$ cat config.mk
export PLATFORM = sky130hd
export DESIGN_NAME = ctb_transmit_buffers
export DESIGN_NICKNAME = d
export VERILOG_FILES = /design/src/rtl/ctb_pkg.sv /design/src/rtl/ctb_transmit_buffers.sv
export SDC_FILE = /design/constraint.sdc
export NUM_CORES = 1
export LEC_CHECK = 0
export ABC_CLOCK_PERIOD_IN_PS = 6000
export BUFFER_PORTS_ARGS = -buffer_cell sky130_fd_sc_hd__buf_4
export CORE_ASPECT_RATIO = 0.5
export CORE_UTILIZATION = 50
export CTS_BUF_LIST = sky130_fd_sc_hd__clkbuf_16
export CTS_CLUSTER_DIAMETER = 30
export CTS_CLUSTER_SIZE = 40
export DETAILED_ROUTE_END_ITERATION = 10
export GPL_ROUTABILITY_DRIVEN = 1
export PLACE_DENSITY_LB_ADDON = 0.15
export SLEW_MARGIN = 20
export SYNTH_ARGS = -nofsm -noshare
export SYNTH_HDL_FRONTEND = slang
export SYNTH_SLANG_ARGS = --single-unit
$ cat constraint.sdc
create_clock -name clock -period 6 [get_ports clock]
set_clock_uncertainty 0.15 [all_clocks]
set_input_delay 0 -clock clock [delete_from_list [all_inputs] [get_ports clock]]
set_output_delay 0 -clock clock [all_outputs]
set_load 0.1 [all_outputs]
$ cat src/rtl/ctb_pkg.sv
/*
 * Constants, field layouts and carrier types for the CAN transmit buffer block.
 * Assumes a 125 MHz module clock and an external protocol engine that serialises frames.
 */
// Operation
// RULE1: Finished buffer sets done flag, software clears
// RULE2: Aborted message sets aborted status until rerequest
// RULE3: Lost arbitration sets lost-arbitration status
// RULE4: Bus error during send sets bus-error status
// RULE5: Setting request clears aborted, lost, error status
// RULE6: Request clears itself after successful send
// RULE7: Identifier, length, data read-only while requested
// RULE8: Clearing pending request asks for an abort
// RULE9: Two-bit priority orders pending buffers, highest first
// RULE10: Extended enable sends 29-bit identifier, standard on top
// RULE11: Standard mode sends 11 bits, ignores extension
// RULE12: Identifier high holds standard bits ten to three
// RULE13: Identifier low holds bits two-zero, seventeen-sixteen
// RULE14: Each buffer has eight data bytes sent in order
// RULE15: Length bit six selects remote frame
// RULE16: Length code 0-8 bytes, 9-15 reserved
// RULE17: Read-only error counter; overflow enters bus-off
// RULE18: 128 runs of 11 recessive bits clear counter
// RULE19: Software selects normal or loopback mode first; no mode select is implemented, buffers start without one
// RULE20: Window select maps buffer zero onto receive window
// RULE21: Unimplemented bits read back as zero
// RULE22: Counter follows transmitter fault-confinement rules
package ctb_pkg;

  // ==========================================================
  // Sizes
  localparam int NUM_BUF = 3;            // Dedicated transmit buffers
  localparam int ID_STD_LSB = 18;        // Standard bits sit on top of 29-bit id

  // ==========================================================
  // Register word indices (byte address = index * 4)
  localparam logic [6:0] IDX_WIN = 7'h30;     // Receive buffer zero window
  localparam logic [6:0] IDX_TEC = 7'h40;     // Transmit error counter
  localparam logic [6:0] IDX_MODCTL = 7'h41;  // Module control (window select)
  localparam logic [6:0] IDX_STATUS = 7'h42;  // Engine status
  localparam logic [3:0] SUB_CTL = 4'h0;
  localparam logic [3:0] SUB_SIDH = 4'h1;
  localparam logic [3:0] SUB_SIDL = 4'h2;
  localparam logic [3:0] SUB_EIDH = 4'h3;
  localparam logic [3:0] SUB_EIDL = 4'h4;
  localparam logic [3:0] SUB_DLC = 4'h5;

  // ==========================================================
  // Field positions
  localparam int CTL_DONE_BIT = 7;
  localparam int CTL_ABT_BIT = 6;
  localparam int CTL_LARB_BIT = 5;
  localparam int CTL_BERR_BIT = 4;
  localparam int CTL_REQ_BIT = 3;
  localparam int CTL_PRI_LSB = 0;
  localparam int SIDL_SID_LSB = 5;
  localparam int SIDL_IDE_BIT = 3;
  localparam int SIDL_EID_LSB = 0;
  localparam int DLC_RTR_BIT = 6;
  localparam int DLC_CODE_LSB = 0;
  localparam int WIN_LSB = 1;
  localparam int STAT_BOFF_BIT = 0;
  localparam int STAT_BUSY_BIT = 1;
  localparam int STAT_ACT_LSB = 2;
  localparam logic [2:0] WIN_TX_BUFFER_ZERO = 3'h4;    // Window code for buffer zero

  // ==========================================================
  // Counts
  localparam logic [3:0] MAX_BYTES = 4'h8;
  localparam logic [7:0] TEC_ERR_INC = 8'h08;
  localparam logic [7:0] TEC_OK_DEC = 8'h01;
  localparam logic [7:0] TEC_NO_OVF_MAX = 8'hf7;
  localparam logic [7:0] TEC_FULL = 8'hff;
  localparam logic [3:0] RUN_LAST = 4'ha;    // Eleventh recessive bit
  localparam logic [7:0] RECOV_LAST = 8'h7f; // 128th run

  // ==========================================================
  // Types
  typedef struct packed {
    logic done;
    logic aborted;
    logic lost_arb;
    logic bus_err;
    logic req;
    logic abort_pend;
    logic [1:0] prio;
    logic [7:0] sidh;
    logic [2:0] sid_lo;
    logic ide;
    logic [1:0] eid_hi;
    logic [7:0] eidh;
    logic [7:0] eidl;
    logic rtr;
    logic [3:0] dlc;
    logic [7:0][7:0] data;
  } ctb_buf_t;

  typedef struct packed {
    logic ide;
    logic rtr;
    logic [28:0] id;
    logic [3:0] dlc;
    logic [3:0] nbytes;
    logic [7:0][7:0] data;
  } ctb_frame_t;

  typedef struct packed {
    logic done;
    logic lost_arb;
    logic bus_error;
  } ctb_outcome_t;

  typedef struct packed {
    ctb_buf_t [NUM_BUF-1:0] bufs;
    logic [7:0] tec;
    logic bus_off;
    logic [2:0] window_select;
    logic [3:0] run_cnt;
    logic [7:0] recov_cnt;
    logic sync1;
    logic sync2;
    logic wait_q;
    logic [31:0] rdata;
    logic frame_valid;
    logic [1:0] act;
    logic abort_out;
    ctb_frame_t frame;
  } ctb_state_t;

  localparam ctb_state_t STATE_RESET = '{wait_q: 1'b1, default: '0};

endpackage

$ cat src/rtl/ctb_transmit_buffers.sv
/*
 * Three CAN transmit buffers with an Avalon-MM slave, priority arbiter,
 * status tracking and transmit error counter.
 * Assumes a protocol engine on the same clock that takes a frame while
 * tx_frame_valid is high and answers with one-cycle outcome pulses.
 */
// Decided for this implementation: the register offsets and the Avalon-MM register port.
`timescale 1ns/1ps
module ctb_transmit_buffers (
  input wire logic clock,
  input wire logic arst_n,
  input wire logic clk_en,
  input wire logic [8:0] avs_address,
  input wire logic avs_read,
  input wire logic avs_write,
  input wire logic [31:0] avs_writedata,
  input wire logic [3:0] avs_byteenable,
  output logic [31:0] avs_readdata,
  output logic avs_waitrequest,
  output ctb_pkg::ctb_frame_t tx_frame,
  output logic tx_frame_valid,
  output logic tx_abort,
  input wire ctb_pkg::ctb_outcome_t eng_outcome,
  input wire logic can_rx,
  input wire logic bit_sample,
  output logic bus_off
);

  // ==========================================================
  // State
  ctb_pkg::ctb_state_t st_q; // Registered state
  ctb_pkg::ctb_state_t st_d; // Next state

  logic [6:0] idx;        // Word index
  logic [3:0] sub;        // Register within a buffer
  logic hit;              // Address reaches a transmit buffer
  logic [1:0] bsel;       // Buffer addressed
  logic wr_go;            // Write takes effect this edge
  logic [7:0] rd_byte;    // Read value
  logic best_ok;          // Some buffer is pending
  logic [1:0] best;       // Winning buffer
  logic [1:0] best_pri;   // Winning priority
  logic any_out;          // Engine reports an outcome

  // ==========================================================
  // Helpers
  // Builds the frame handed to the engine
  function automatic ctb_pkg::ctb_frame_t build(input ctb_pkg::ctb_buf_t b);
    ctb_pkg::ctb_frame_t f;
    f.ide = b.ide;
    f.rtr = b.rtr; // RULE15
    if (b.ide) begin
      f.id = {b.sidh, b.sid_lo, b.eid_hi, b.eidh, b.eidl}; // RULE10
    end else begin
      f.id = {18'h00000, b.sidh, b.sid_lo}; // RULE11
    end
    f.dlc = b.dlc;
    if (b.rtr) begin
      f.nbytes = 4'h0;
    end else if (b.dlc > ctb_pkg::MAX_BYTES) begin
      f.nbytes = ctb_pkg::MAX_BYTES; // RULE16
    end else begin
      f.nbytes = b.dlc;
    end
    f.data = b.data; // RULE14
    return f;
  endfunction

  // Read view of one buffer register
  function automatic logic [7:0] rd_reg(input ctb_pkg::ctb_buf_t b, input logic [3:0] s);
    logic [7:0] v;
    v = 8'h00; // RULE21
    case (s)
      ctb_pkg::SUB_CTL: begin
        v[ctb_pkg::CTL_DONE_BIT] = b.done;
        v[ctb_pkg::CTL_ABT_BIT] = b.aborted;
        v[ctb_pkg::CTL_LARB_BIT] = b.lost_arb;
        v[ctb_pkg::CTL_BERR_BIT] = b.bus_err;
        v[ctb_pkg::CTL_REQ_BIT] = b.req;
        v[ctb_pkg::CTL_PRI_LSB +: 2] = b.prio;
      end
      ctb_pkg::SUB_SIDH: v = b.sidh; // RULE12
      ctb_pkg::SUB_SIDL: begin
        v[ctb_pkg::SIDL_SID_LSB +: 3] = b.sid_lo; // RULE13
        v[ctb_pkg::SIDL_IDE_BIT] = b.ide;
        v[ctb_pkg::SIDL_EID_LSB +: 2] = b.eid_hi;
      end
      ctb_pkg::SUB_EIDH: v = b.eidh;
      ctb_pkg::SUB_EIDL: v = b.eidl;
      ctb_pkg::SUB_DLC: begin
        v[ctb_pkg::DLC_RTR_BIT] = b.rtr;
        v[ctb_pkg::DLC_CODE_LSB +: 4] = b.dlc;
      end
      default: begin
        if (s[3]) begin
          v = b.data[s[2:0]]; // RULE14
        end
      end
    endcase
    return v;
  endfunction

  // ==========================================================
  // Address decode
  assign idx = avs_address[8:2];
  assign sub = idx[3:0];
  // Window region reaches buffer zero only when selected
  assign hit = (idx[6:4] < ctb_pkg::IDX_WIN[6:4]) ||
               (idx[6:4] == ctb_pkg::IDX_WIN[6:4] && st_q.window_select == ctb_pkg::WIN_TX_BUFFER_ZERO); // RULE20
  assign bsel = (idx[6:4] == ctb_pkg::IDX_WIN[6:4]) ? 2'h0 : idx[5:4];
  assign wr_go = avs_write && !st_q.wait_q && avs_byteenable[0];
  assign any_out = eng_outcome.done || eng_outcome.lost_arb || eng_outcome.bus_error;

  // Read mux; unmapped addresses read zero
  always_comb begin
    rd_byte = 8'h00;
    if (hit) begin
      rd_byte = rd_reg(st_q.bufs[bsel], sub);
    end else if (idx == ctb_pkg::IDX_TEC) begin
      rd_byte = st_q.tec;
    end else if (idx == ctb_pkg::IDX_MODCTL) begin
      rd_byte[ctb_pkg::WIN_LSB +: 3] = st_q.window_select;
    end else if (idx == ctb_pkg::IDX_STATUS) begin
      rd_byte[ctb_pkg::STAT_BOFF_BIT] = st_q.bus_off;
      rd_byte[ctb_pkg::STAT_BUSY_BIT] = st_q.frame_valid;
      rd_byte[ctb_pkg::STAT_ACT_LSB +: 2] = st_q.act;
    end
  end

  // Arbiter: highest priority, higher buffer number wins a tie
  always_comb begin
    best_ok = 1'b0;
    best = 2'h0;
    best_pri = 2'h0;
    for (int i = 0; i < ctb_pkg::NUM_BUF; i++) begin
      if (st_q.bufs[i].req && !st_q.bufs[i].abort_pend &&
          (!best_ok || st_q.bufs[i].prio >= best_pri)) begin // RULE9
        best_ok = 1'b1;
        best = 2'(i);
        best_pri = st_q.bufs[i].prio;
      end
    end
  end

  // ==========================================================
  // Next state
  always_comb begin
    st_d = st_q;
    // Pin synchroniser
    st_d.sync1 = can_rx;
    st_d.sync2 = st_q.sync1;
    // Bus answer one cycle after the request
    st_d.wait_q = !((avs_read || avs_write) && st_q.wait_q);
    if (avs_read && st_q.wait_q) begin
      st_d.rdata = {24'h000000, rd_byte};
    end
    // Module control write
    if (wr_go && idx == ctb_pkg::IDX_MODCTL) begin
      st_d.window_select = avs_writedata[ctb_pkg::WIN_LSB +: 3];
    end
    // Software writes to buffers
    for (int i = 0; i < ctb_pkg::NUM_BUF; i++) begin
      if (wr_go && hit && bsel == 2'(i)) begin
        if (sub == ctb_pkg::SUB_CTL) begin
          // Done flag clears on a written zero
          if (!avs_writedata[ctb_pkg::CTL_DONE_BIT]) begin
            st_d.bufs[i].done = 1'b0;
          end
          if (!st_q.bufs[i].req) begin
            st_d.bufs[i].prio = avs_writedata[ctb_pkg::CTL_PRI_LSB +: 2];
            if (avs_writedata[ctb_pkg::CTL_REQ_BIT]) begin
              st_d.bufs[i].req = 1'b1; // RULE5
              st_d.bufs[i].aborted = 1'b0;
              st_d.bufs[i].lost_arb = 1'b0;
              st_d.bufs[i].bus_err = 1'b0;
            end
          end else if (!avs_writedata[ctb_pkg::CTL_REQ_BIT] && !st_q.bufs[i].abort_pend) begin
            if (st_q.frame_valid && st_q.act == 2'(i)) begin
              st_d.bufs[i].abort_pend = 1'b1; // RULE8
            end else begin
              st_d.bufs[i].req = 1'b0; // RULE8
              st_d.bufs[i].aborted = 1'b1; // RULE2
            end
          end
        end else if (!st_q.bufs[i].req) begin // RULE7
          case (sub)
            ctb_pkg::SUB_SIDH: st_d.bufs[i].sidh = avs_writedata[7:0]; // RULE12
            ctb_pkg::SUB_SIDL: begin
              st_d.bufs[i].sid_lo = avs_writedata[ctb_pkg::SIDL_SID_LSB +: 3]; // RULE13
              st_d.bufs[i].ide = avs_writedata[ctb_pkg::SIDL_IDE_BIT];
              st_d.bufs[i].eid_hi = avs_writedata[ctb_pkg::SIDL_EID_LSB +: 2];
            end
            ctb_pkg::SUB_EIDH: st_d.bufs[i].eidh = avs_writedata[7:0];
            ctb_pkg::SUB_EIDL: st_d.bufs[i].eidl = avs_writedata[7:0];
            ctb_pkg::SUB_DLC: begin
              st_d.bufs[i].rtr = avs_writedata[ctb_pkg::DLC_RTR_BIT]; // RULE15
              st_d.bufs[i].dlc = avs_writedata[ctb_pkg::DLC_CODE_LSB +: 4];
            end
            default: begin
              if (sub[3]) begin
                st_d.bufs[i].data[sub[2:0]] = avs_writedata[7:0]; // RULE14
              end
            end
          endcase
        end
      end
    end
    // Engine outcome; hardware sets win over software clears
    if (st_q.frame_valid && any_out) begin
      st_d.frame_valid = 1'b0;
      if (eng_outcome.done) begin
        st_d.bufs[st_q.act].done = 1'b1; // RULE1
        st_d.bufs[st_q.act].req = 1'b0; // RULE6
        st_d.bufs[st_q.act].abort_pend = 1'b0;
        if (st_q.tec != 8'h00) begin
          st_d.tec = st_q.tec - ctb_pkg::TEC_OK_DEC; // RULE22
        end
      end else if (st_d.bufs[st_q.act].abort_pend) begin
        // An abort raised in this same cycle is honoured, so it never sticks
        st_d.bufs[st_q.act].aborted = 1'b1; // RULE2
        st_d.bufs[st_q.act].req = 1'b0;
        st_d.bufs[st_q.act].abort_pend = 1'b0;
      end
      if (eng_outcome.lost_arb) begin
        st_d.bufs[st_q.act].lost_arb = 1'b1; // RULE3
      end
      if (eng_outcome.bus_error) begin
        st_d.bufs[st_q.act].bus_err = 1'b1; // RULE4
        if (st_q.tec > ctb_pkg::TEC_NO_OVF_MAX) begin
          st_d.tec = ctb_pkg::TEC_FULL; // RULE17
          st_d.bus_off = 1'b1;
        end else begin
          st_d.tec = st_q.tec + ctb_pkg::TEC_ERR_INC; // RULE22
        end
      end
    end else if (!st_q.frame_valid && !st_q.bus_off && best_ok &&
                 st_d.bufs[best].req && !st_d.bufs[best].abort_pend) begin
      // Start the winning buffer
      st_d.frame_valid = 1'b1; // RULE9
      st_d.act = best;
      st_d.frame = build(st_q.bufs[best]);
    end
    // Bus-off recovery on runs of recessive bits
    if (st_q.bus_off && bit_sample) begin
      if (!st_q.sync2) begin
        st_d.run_cnt = 4'h0;
      end else if (st_q.run_cnt == ctb_pkg::RUN_LAST) begin
        st_d.run_cnt = 4'h0;
        if (st_q.recov_cnt == ctb_pkg::RECOV_LAST) begin
          st_d.recov_cnt = 8'h00;
          st_d.tec = 8'h00; // RULE18
          st_d.bus_off = 1'b0;
        end else begin
          st_d.recov_cnt = st_q.recov_cnt + 8'h01;
        end
      end else begin
        st_d.run_cnt = st_q.run_cnt + 4'h1;
      end
    end
    st_d.abort_out = st_d.frame_valid && st_d.bufs[st_d.act].abort_pend;
  end

  // State register, frozen while the clock enable is low
  always_ff @(posedge clock or negedge arst_n) begin
    if (!arst_n) begin
      st_q <= ctb_pkg::STATE_RESET;
    end else if (clk_en) begin
      st_q <= st_d;
    end
  end

  // ==========================================================
  // Outputs
  assign avs_readdata = st_q.rdata;
  assign avs_waitrequest = st_q.wait_q;
  assign tx_frame = st_q.frame;
  assign tx_frame_valid = st_q.frame_valid;
  assign tx_abort = st_q.abort_out;
  assign bus_off = st_q.bus_off;

  logic ctl_wr; // Control write reaching a buffer
  assign ctl_wr = clk_en && wr_go && hit && sub == ctb_pkg::SUB_CTL;
endmodule

After elaboration in Yosys (flattened, before gate mapping)
Index checks and enable logic that the tools add are counted.
{ "classes": {"addsub": 4, "mul": 0, "n_div": 0, "magnitude_cmp": 12, "eq_ne": 16, "shift": 0, "mux": 152, "n_bitwise": 1, "reduce_logical": 59} }
{ "op_table": {"columns": ["operator", "count"], "rows": [
  ["bitwise mux 321 bit", 8],
  ["2-to-1 mux 321 bit", 5],
  ["demux 107 bit (select 2 bit)", 6],
  ["binary-select mux 107 bit (select 2 bit)", 5],
  ["2-to-1 mux 99 bit", 7],
  ["2-to-1 mux 330 bit", 2],
  ["2-to-1 mux 107 bit", 5],
  ["2-to-1 mux 64 bit", 6],
  ["2-to-1 mux 102 bit", 3],
  ["2-to-1 mux 103 bit", 2],
  ["bitwise mux 64 bit", 3],
  ["2-to-1 mux 8 bit", 20],
  ["2-to-1 mux 106 bit", 1],
  ["2-to-1 mux 105 bit", 1],
  ["2-to-1 mux 104 bit", 1],
  ["2-to-1 mux 4 bit", 10],
  ["2-to-1 mux 9 bit", 4],
  ["2-to-1 mux 1 bit", 31],
  ["logical AND 1 bit", 30],
  ["2-to-1 mux 29 bit", 1],
  ["2-to-1 mux 2 bit", 14],
  ["binary-select mux 8 bit (select 3 bit)", 1],
  ["demux 8 bit (select 3 bit)", 1],
  ["case mux 1 bit (6 select lines)", 4],
  ["38 further kinds", 73]
]} }
{ "word_totals": {"regBits": 463, "latchBits": 0, "ram_bits": 0, "rom_bits": 0, "input_bits": 55, "output_inout_bits": 139, "wordCells": 338, "n_memories": 0} }

Longest topological paths before layout
{ "logic_depth": {"ltp_word": 26, "ltp_mapped": 23, "mapped_depth_nobuf": 16} }

Worst setup path before layout
Ideal clock, no wire load.
{ "synth_path": {"path_type": "register to register", "start": "register st_q[268] (netlist bit)", "end": "register st_q, in the netlist tx_frame[73]", "setup_time_ns": 0.083, "t_arrival_ns": 4.601, "required_time_ns": 5.767, "path_slack_ns": 1.167, "path_stages_with_launch": 23, "period_less_slack_ns": 4.833, "path_cell_list": "dfrtp_1 buf_2 nor2b_1 and2_1 ha_1 nand2b_1 a211o_1 nor2b_1 clkbuf_1 buf_2 buf_2 buf_2 mux2_2 ha_1 nand2b_1 a21oi_1 a21oi_1 clkbuf_1 nor2_1 a21oi_1 clkbuf_1 mux2_2 o21ai_0"} }
{ "synth_between": {"elab_chain_len": 15, "elab_cells_between_ends": 30} }
{ "synth_lines": {"columns": ["element", "line_no", "text"], "rows": [
  ["start, declared", "ctb_transmit_buffers.sv:31", "ctb_pkg::ctb_state_t st_q;"],
  ["start signal, assigned", "ctb_transmit_buffers.sv:266", "st_q <= ctb_pkg::STATE_RESET;"],
  ["start signal, assigned", "ctb_transmit_buffers.sv:268", "st_q <= st_d;"],
  ["logical AND 1 bit", "ctb_transmit_buffers.sv:136", "if (st_q.bufs[i].req && !st_q.bufs[i].abort_pend &&"],
  ["2-to-1 mux 2 bit or 2-to-1 mux 1 bit (tied branches)", "ctb_transmit_buffers.sv:136", null],
  [">= comparator 2 bit or zero test 1 bit (tied branches)", "ctb_transmit_buffers.sv:137", "(!best_ok || st_q.bufs[i].prio >= best_pri)) begin"],
  ["logical OR 1 bit", "ctb_transmit_buffers.sv:137", null],
  ["logical AND 1 bit", "ctb_transmit_buffers.sv:136", null],
  ["2-to-1 mux 2 bit or 2-to-1 mux 1 bit (tied branches)", "ctb_transmit_buffers.sv:136", null],
  [">= comparator 2 bit or zero test 1 bit (tied branches)", "ctb_transmit_buffers.sv:137", null],
  ["logical OR 1 bit", "ctb_transmit_buffers.sv:137", null],
  ["logical AND 1 bit", "ctb_transmit_buffers.sv:136", null],
  ["2-to-1 mux 2 bit", "ctb_transmit_buffers.sv:136", null],
  ["binary-select mux 107 bit (select 2 bit)", "ctb_transmit_buffers.sv:237", "st_d.bufs[best].req && !st_d.bufs[best].abort_pend) begin"],
  ["2-to-1 mux 103 bit (implied by the code)", "ctb_transmit_buffers.sv:237", null],
  ["logical AND 1 bit or zero test 1 bit (tied branches)", "ctb_transmit_buffers.sv:236, ctb_transmit_buffers.sv:237", null],
  ["logical AND 1 bit", "ctb_transmit_buffers.sv:237", null],
  ["AND reduction 3 bit (no source line)", null, null]
]} }
Parallel ways exist; a longest one is shown, timed or not. The select of a mux whose other input is x is not followed.
A chain may end at the register's enable or synchronous reset.

Final worst setup path
{ "layout_path": {"start": "register st_q[268] (netlist bit)", "end": "register st_q, in the netlist tx_frame[65]"} }
{ "layout_between": {"elab_chain_len": 15, "elab_cells_between_ends": 32} }
{ "layout_lines": {"columns": ["element", "line_no", "text"], "rows": [
  ["logical AND 1 bit", "ctb_transmit_buffers.sv:136", null],
  ["2-to-1 mux 2 bit or 2-to-1 mux 1 bit (tied branches)", "ctb_transmit_buffers.sv:136", null],
  [">= comparator 2 bit or zero test 1 bit (tied branches)", "ctb_transmit_buffers.sv:137", null],
  ["logical OR 1 bit", "ctb_transmit_buffers.sv:137", null],
  ["logical AND 1 bit", "ctb_transmit_buffers.sv:136", null],
  ["2-to-1 mux 2 bit or 2-to-1 mux 1 bit (tied branches)", "ctb_transmit_buffers.sv:136", null],
  [">= comparator 2 bit or zero test 1 bit (tied branches)", "ctb_transmit_buffers.sv:137", null],
  ["logical OR 1 bit", "ctb_transmit_buffers.sv:137", null],
  ["logical AND 1 bit", "ctb_transmit_buffers.sv:136", null],
  ["2-to-1 mux 2 bit", "ctb_transmit_buffers.sv:136", null],
  ["binary-select mux 107 bit (select 2 bit), on equally long branches", "ctb_transmit_buffers.sv:241, ctb_transmit_buffers.sv:237", null],
  ["2-to-1 mux 99 bit (implied by the code) or 2-to-1 mux 103 bit (tied branches)", "ctb_transmit_buffers.sv:241, ctb_transmit_buffers.sv:237", null],
  ["greater-than comparator 4 bit (tied with other cells)", "ctb_transmit_buffers.sv:60", "end else if (b.dlc > ctb_pkg::MAX_BYTES) begin"],
  ["2-to-1 mux 4 bit or logical AND 1 bit (tied branches)", "ctb_transmit_buffers.sv:60, ctb_transmit_buffers.sv:237", null],
  ["2-to-1 mux 4 bit or AND reduction 3 bit (tied branches)", null, null]
]} }
Parallel ways exist; a longest one is shown, timed or not. The select of a mux whose other input is x is not followed.

==> metrics.csv <==
stage,metric,value,unit
synth,syn_inst,2286,
routing,postRouteAntennaNets,0,
clock_tree,numCtsBuffers,72,
critical_path,cp.depth,16,
routing,first_iter_violations,1821,
cells_and_area,num-nets-final,2355,
critical_path,cp_top_family,simple AND/OR/NAND/NOR gates,
global_routing,grt_pass1_vias,17800,
placement,dpl_cell_area,25500,sq um
floorplanning,start_util,50.9,%
clock_tree,root_buffer,clkbuf_16,
global_routing,grt_antenna_before_repair,1,
routing,vias,18300,
floorplanning,coreArea,48800,sq um
floorplanning,io_pins,194,
timing,finalCritPeriodShare,77.4,%
critical_path,cp-start-kind,flop,
routing,vias_per_cell,6.11,
timing,fmax,215,MHz
cells_and_area,syn2layout_area_growth,14.4,%
critical_path,path_common_cell,nand2b_1,
placement,io_buffers,140,
global_routing,overflow,0,
timing,min_period,4.64,ns
clock_tree,insertion_delay,0.60,ns
clock_tree,cts-resized-gates,0,
synth,ys_ff_latch,463,
critical_path,critPathBufInv,1,
global_routing,grt_max_degree,161,
synth,ys_seq_area_share,46.7,%
cells_and_area,drive_gt1_share,30.4,%
clock_tree,clk_pin_slew,0.05,ns
cells_and_area,final_common_cell,dfrtp_1,
timing,hold_viol_final,0,
global_routing,grt.total_usage,28.8,%
worst_hold_path,hold_path_class,in -> reg,
critical_path,cp_slowest_cell,dfrtp_1,
global_routing,grt_pass1_wl,110,mm
synth,synth_ff_type,dfrtp_1,
clock_tree,cts_tree,built,
timing,setup_slack,1.36,ns
synth,yosysWarningCount,0,
critical_path,end_kind,flop,
clock_tree,cts_buffer_depth,3,
timing,maxSlewViolCount,0,
clock_tree,cts_setup_buffers,0,
timing,setup_violations,0,
routing,dr.pass1.iters,7,
power,peakVddDrop,0.243,mV
synth,async_flop_share,100,%
timing,rsz0062_at_grt,false,
critical_path,required,6.38,ns
worst_hold_path,hold_depth,4,
power,power.density,341,nW/um^2
critical_path,r2r_cells,16,
cells_and_area,antenna_cells,0,
floorplanning,fp.dieArea,50600,sq um
job,drv_cap,0,
critical_path,cp_max_fo,48,
power,p_leak,0.0129,uW
placement,globalplace.congestion,0.907,
routing,route.detailed.drc,0,
synth,syn_avg_cell_area,10.9,sq um
placement,dp_hpwl,45.5,mm
floorplanning,die_w,317,um
cells_and_area,final-instance-count-excl-fill,2997,
routing,wirelength,71.7,mm
timing,finalSetupTns,0,ns
critical_path,critPathMaxStageDelay,0.49,ns
timing,relSlewSlack,25.2,%
cells_and_area,fin_area,28400,sq um
placement,dp_cells,2835,
routing,wire_per_inst,23.9,um
critical_path,arrival,5.03,ns
floorplanning,fp.dieH,160,um
cells_and_area,final_cell_mix,"462 x dfrtp_1, 341 x mux2_2, 190 x nand2_1, 167 x buf_4, 157 x a21oi_1",
clock_tree,clock-sinks,463,
synth,syn_area,24800,sq um
run_status,status,"complete, no violations",
floorplanning,num_rows,57,
placement,place_ws,1.40,ns
timing,tightest_slew,1.12,ns
critical_path,crit_type,reg -> reg,
synth,synth.distinct_cells,77,
clock_tree,cts.hold.buffers_added,29,
critical_path,crit_chain,nor2b_1 -> and2_1 -> ha_1 -> nand2b_1 -> a211o_1 -> nor2b_4 -> mux2_2 -> ha_1 -> nand2b_1 -> a21oi_1 -> o2111ai_1 -> nand2b_1 -> a31o_4 -> buf_12 -> nor3b_1 -> a22o_1,
clock_tree,htree_levels,3,
synth,synth_edf_count,0,
==> layout make-up <==
| type | count | area (sq um) |
|---|---|---|
| multi-input combinational | 1535 | 11600 |
| clock buffer | 75 | 1880 |
| tap | 649 | 812 |
| clock inverter | 58 | 722 |
| timing repair buffer | 203 | 1700 |
| fill | 4152 | 20400 |
| inverter | 14 | 52.6 |
| sequential | 463 | 11600 |
==> synth_stat cells, types with 10 or more instances <==
cell	instances	area, sq um
a22o_1	11	96.3
nor2_1	152	571
mux2i_1	148	1480
mux4_2	33	743
buf_2	40	200
a21oi_1	160	801
buf_4	136	1020
nand2_1	190	713
nor2b_1	28	175
clkbuf_1	103	387
a211oi_1	13	97.6
nand3_1	30	150
nor3_1	12	60.1
a221oi_1	19	166
a22oi_1	11	82.6
mux2_2	341	3840
o22ai_1	10	62.6
o31ai_1	26	195
nand2b_1	14	87.6
buf_1	15	56.3
inv_1	13	48.8
o21ai_0	142	711
dfrtp_1	462	11600
ha_1	11	138
a21o_1	24	180
==> report_power, final <==
group	internal, uW	leakage, uW	switching (uW)	total, uW
Clock	2880	0.00127	1640	4520
Sequential	3250	0.00639	146	3400
Combinational	405	0.00523	1380	1780
Total	6530	0.0129	3160	9690
==> cells by family after synthesis <==
| logic type | Yosys count | synth area share (%) |
|---|---|---|
| buffers and inverters | 311 | 7.05 |
| DFF | 463 | 46.7 |
| xor gates and xnor gates | 4 | 0.141 |
| AOI/OAI and AO/OA | 484 | 12.1 |
| and+or+nand+nor | 490 | 9.04 |
| muxes | 522 | 24.4 |
| other | 1 | 0.0151 |
| adders and majority gates | 11 | 0.554 |
==> per-layer routing <==
metal | GRT usage (%) | wire, um | up-vias
met5 | 0 | 0 | -
met4 | 7.96 | 1830 | 0
met3 | 5.59 | 4970 | 143
met2 | 41.5 | 30900 | 697
met1 | 43.9 | 34000 | 9345
li1 | - | - | 8124
==> tightest hold or removal path, delay by kind of cell <==
kind                   cells  cell delay (ns)
buffers and inverters      1             0.35
AND/OR/NAND/NOR            1             0.14
AO/OA/AOI/OAI              2             0.26
==> final timing paths <==
check / startpoint / end / slack [ns]
worst max-delay path: st_q[268] / tx_frame[65] / 1.36
max in group asynchronous: arst_n / async pin / 4.31
min in group asynchronous: arst_n / avs_waitrequest / 0.42
worst min register to register: st_q[146] / st_q[146] / 0.32
worst max register to register: st_q[268] / tx_frame[65] / 1.36
worst min-delay path: avs_address[8] / avs_readdata[1] / 0.06
==> through the flow <==
| step | total power [uW] | utilization, % | hold WS [ns] |
|---|---|---|---|
| floorplan | 4800 | - | -0.446 |
| global placement | 5180 | 52.2 | -0.105 |
| detailed placement | 5190 | 52.2 | -0.109 |
| CTS | 9730 | 58.2 | 0.0349 |
| global route | 10000 | 58.2 | 0.0510 |
| finish | 9690 | 58.2 | 0.0627 |
No activity file was read; power rests on OpenSTA's default activity.
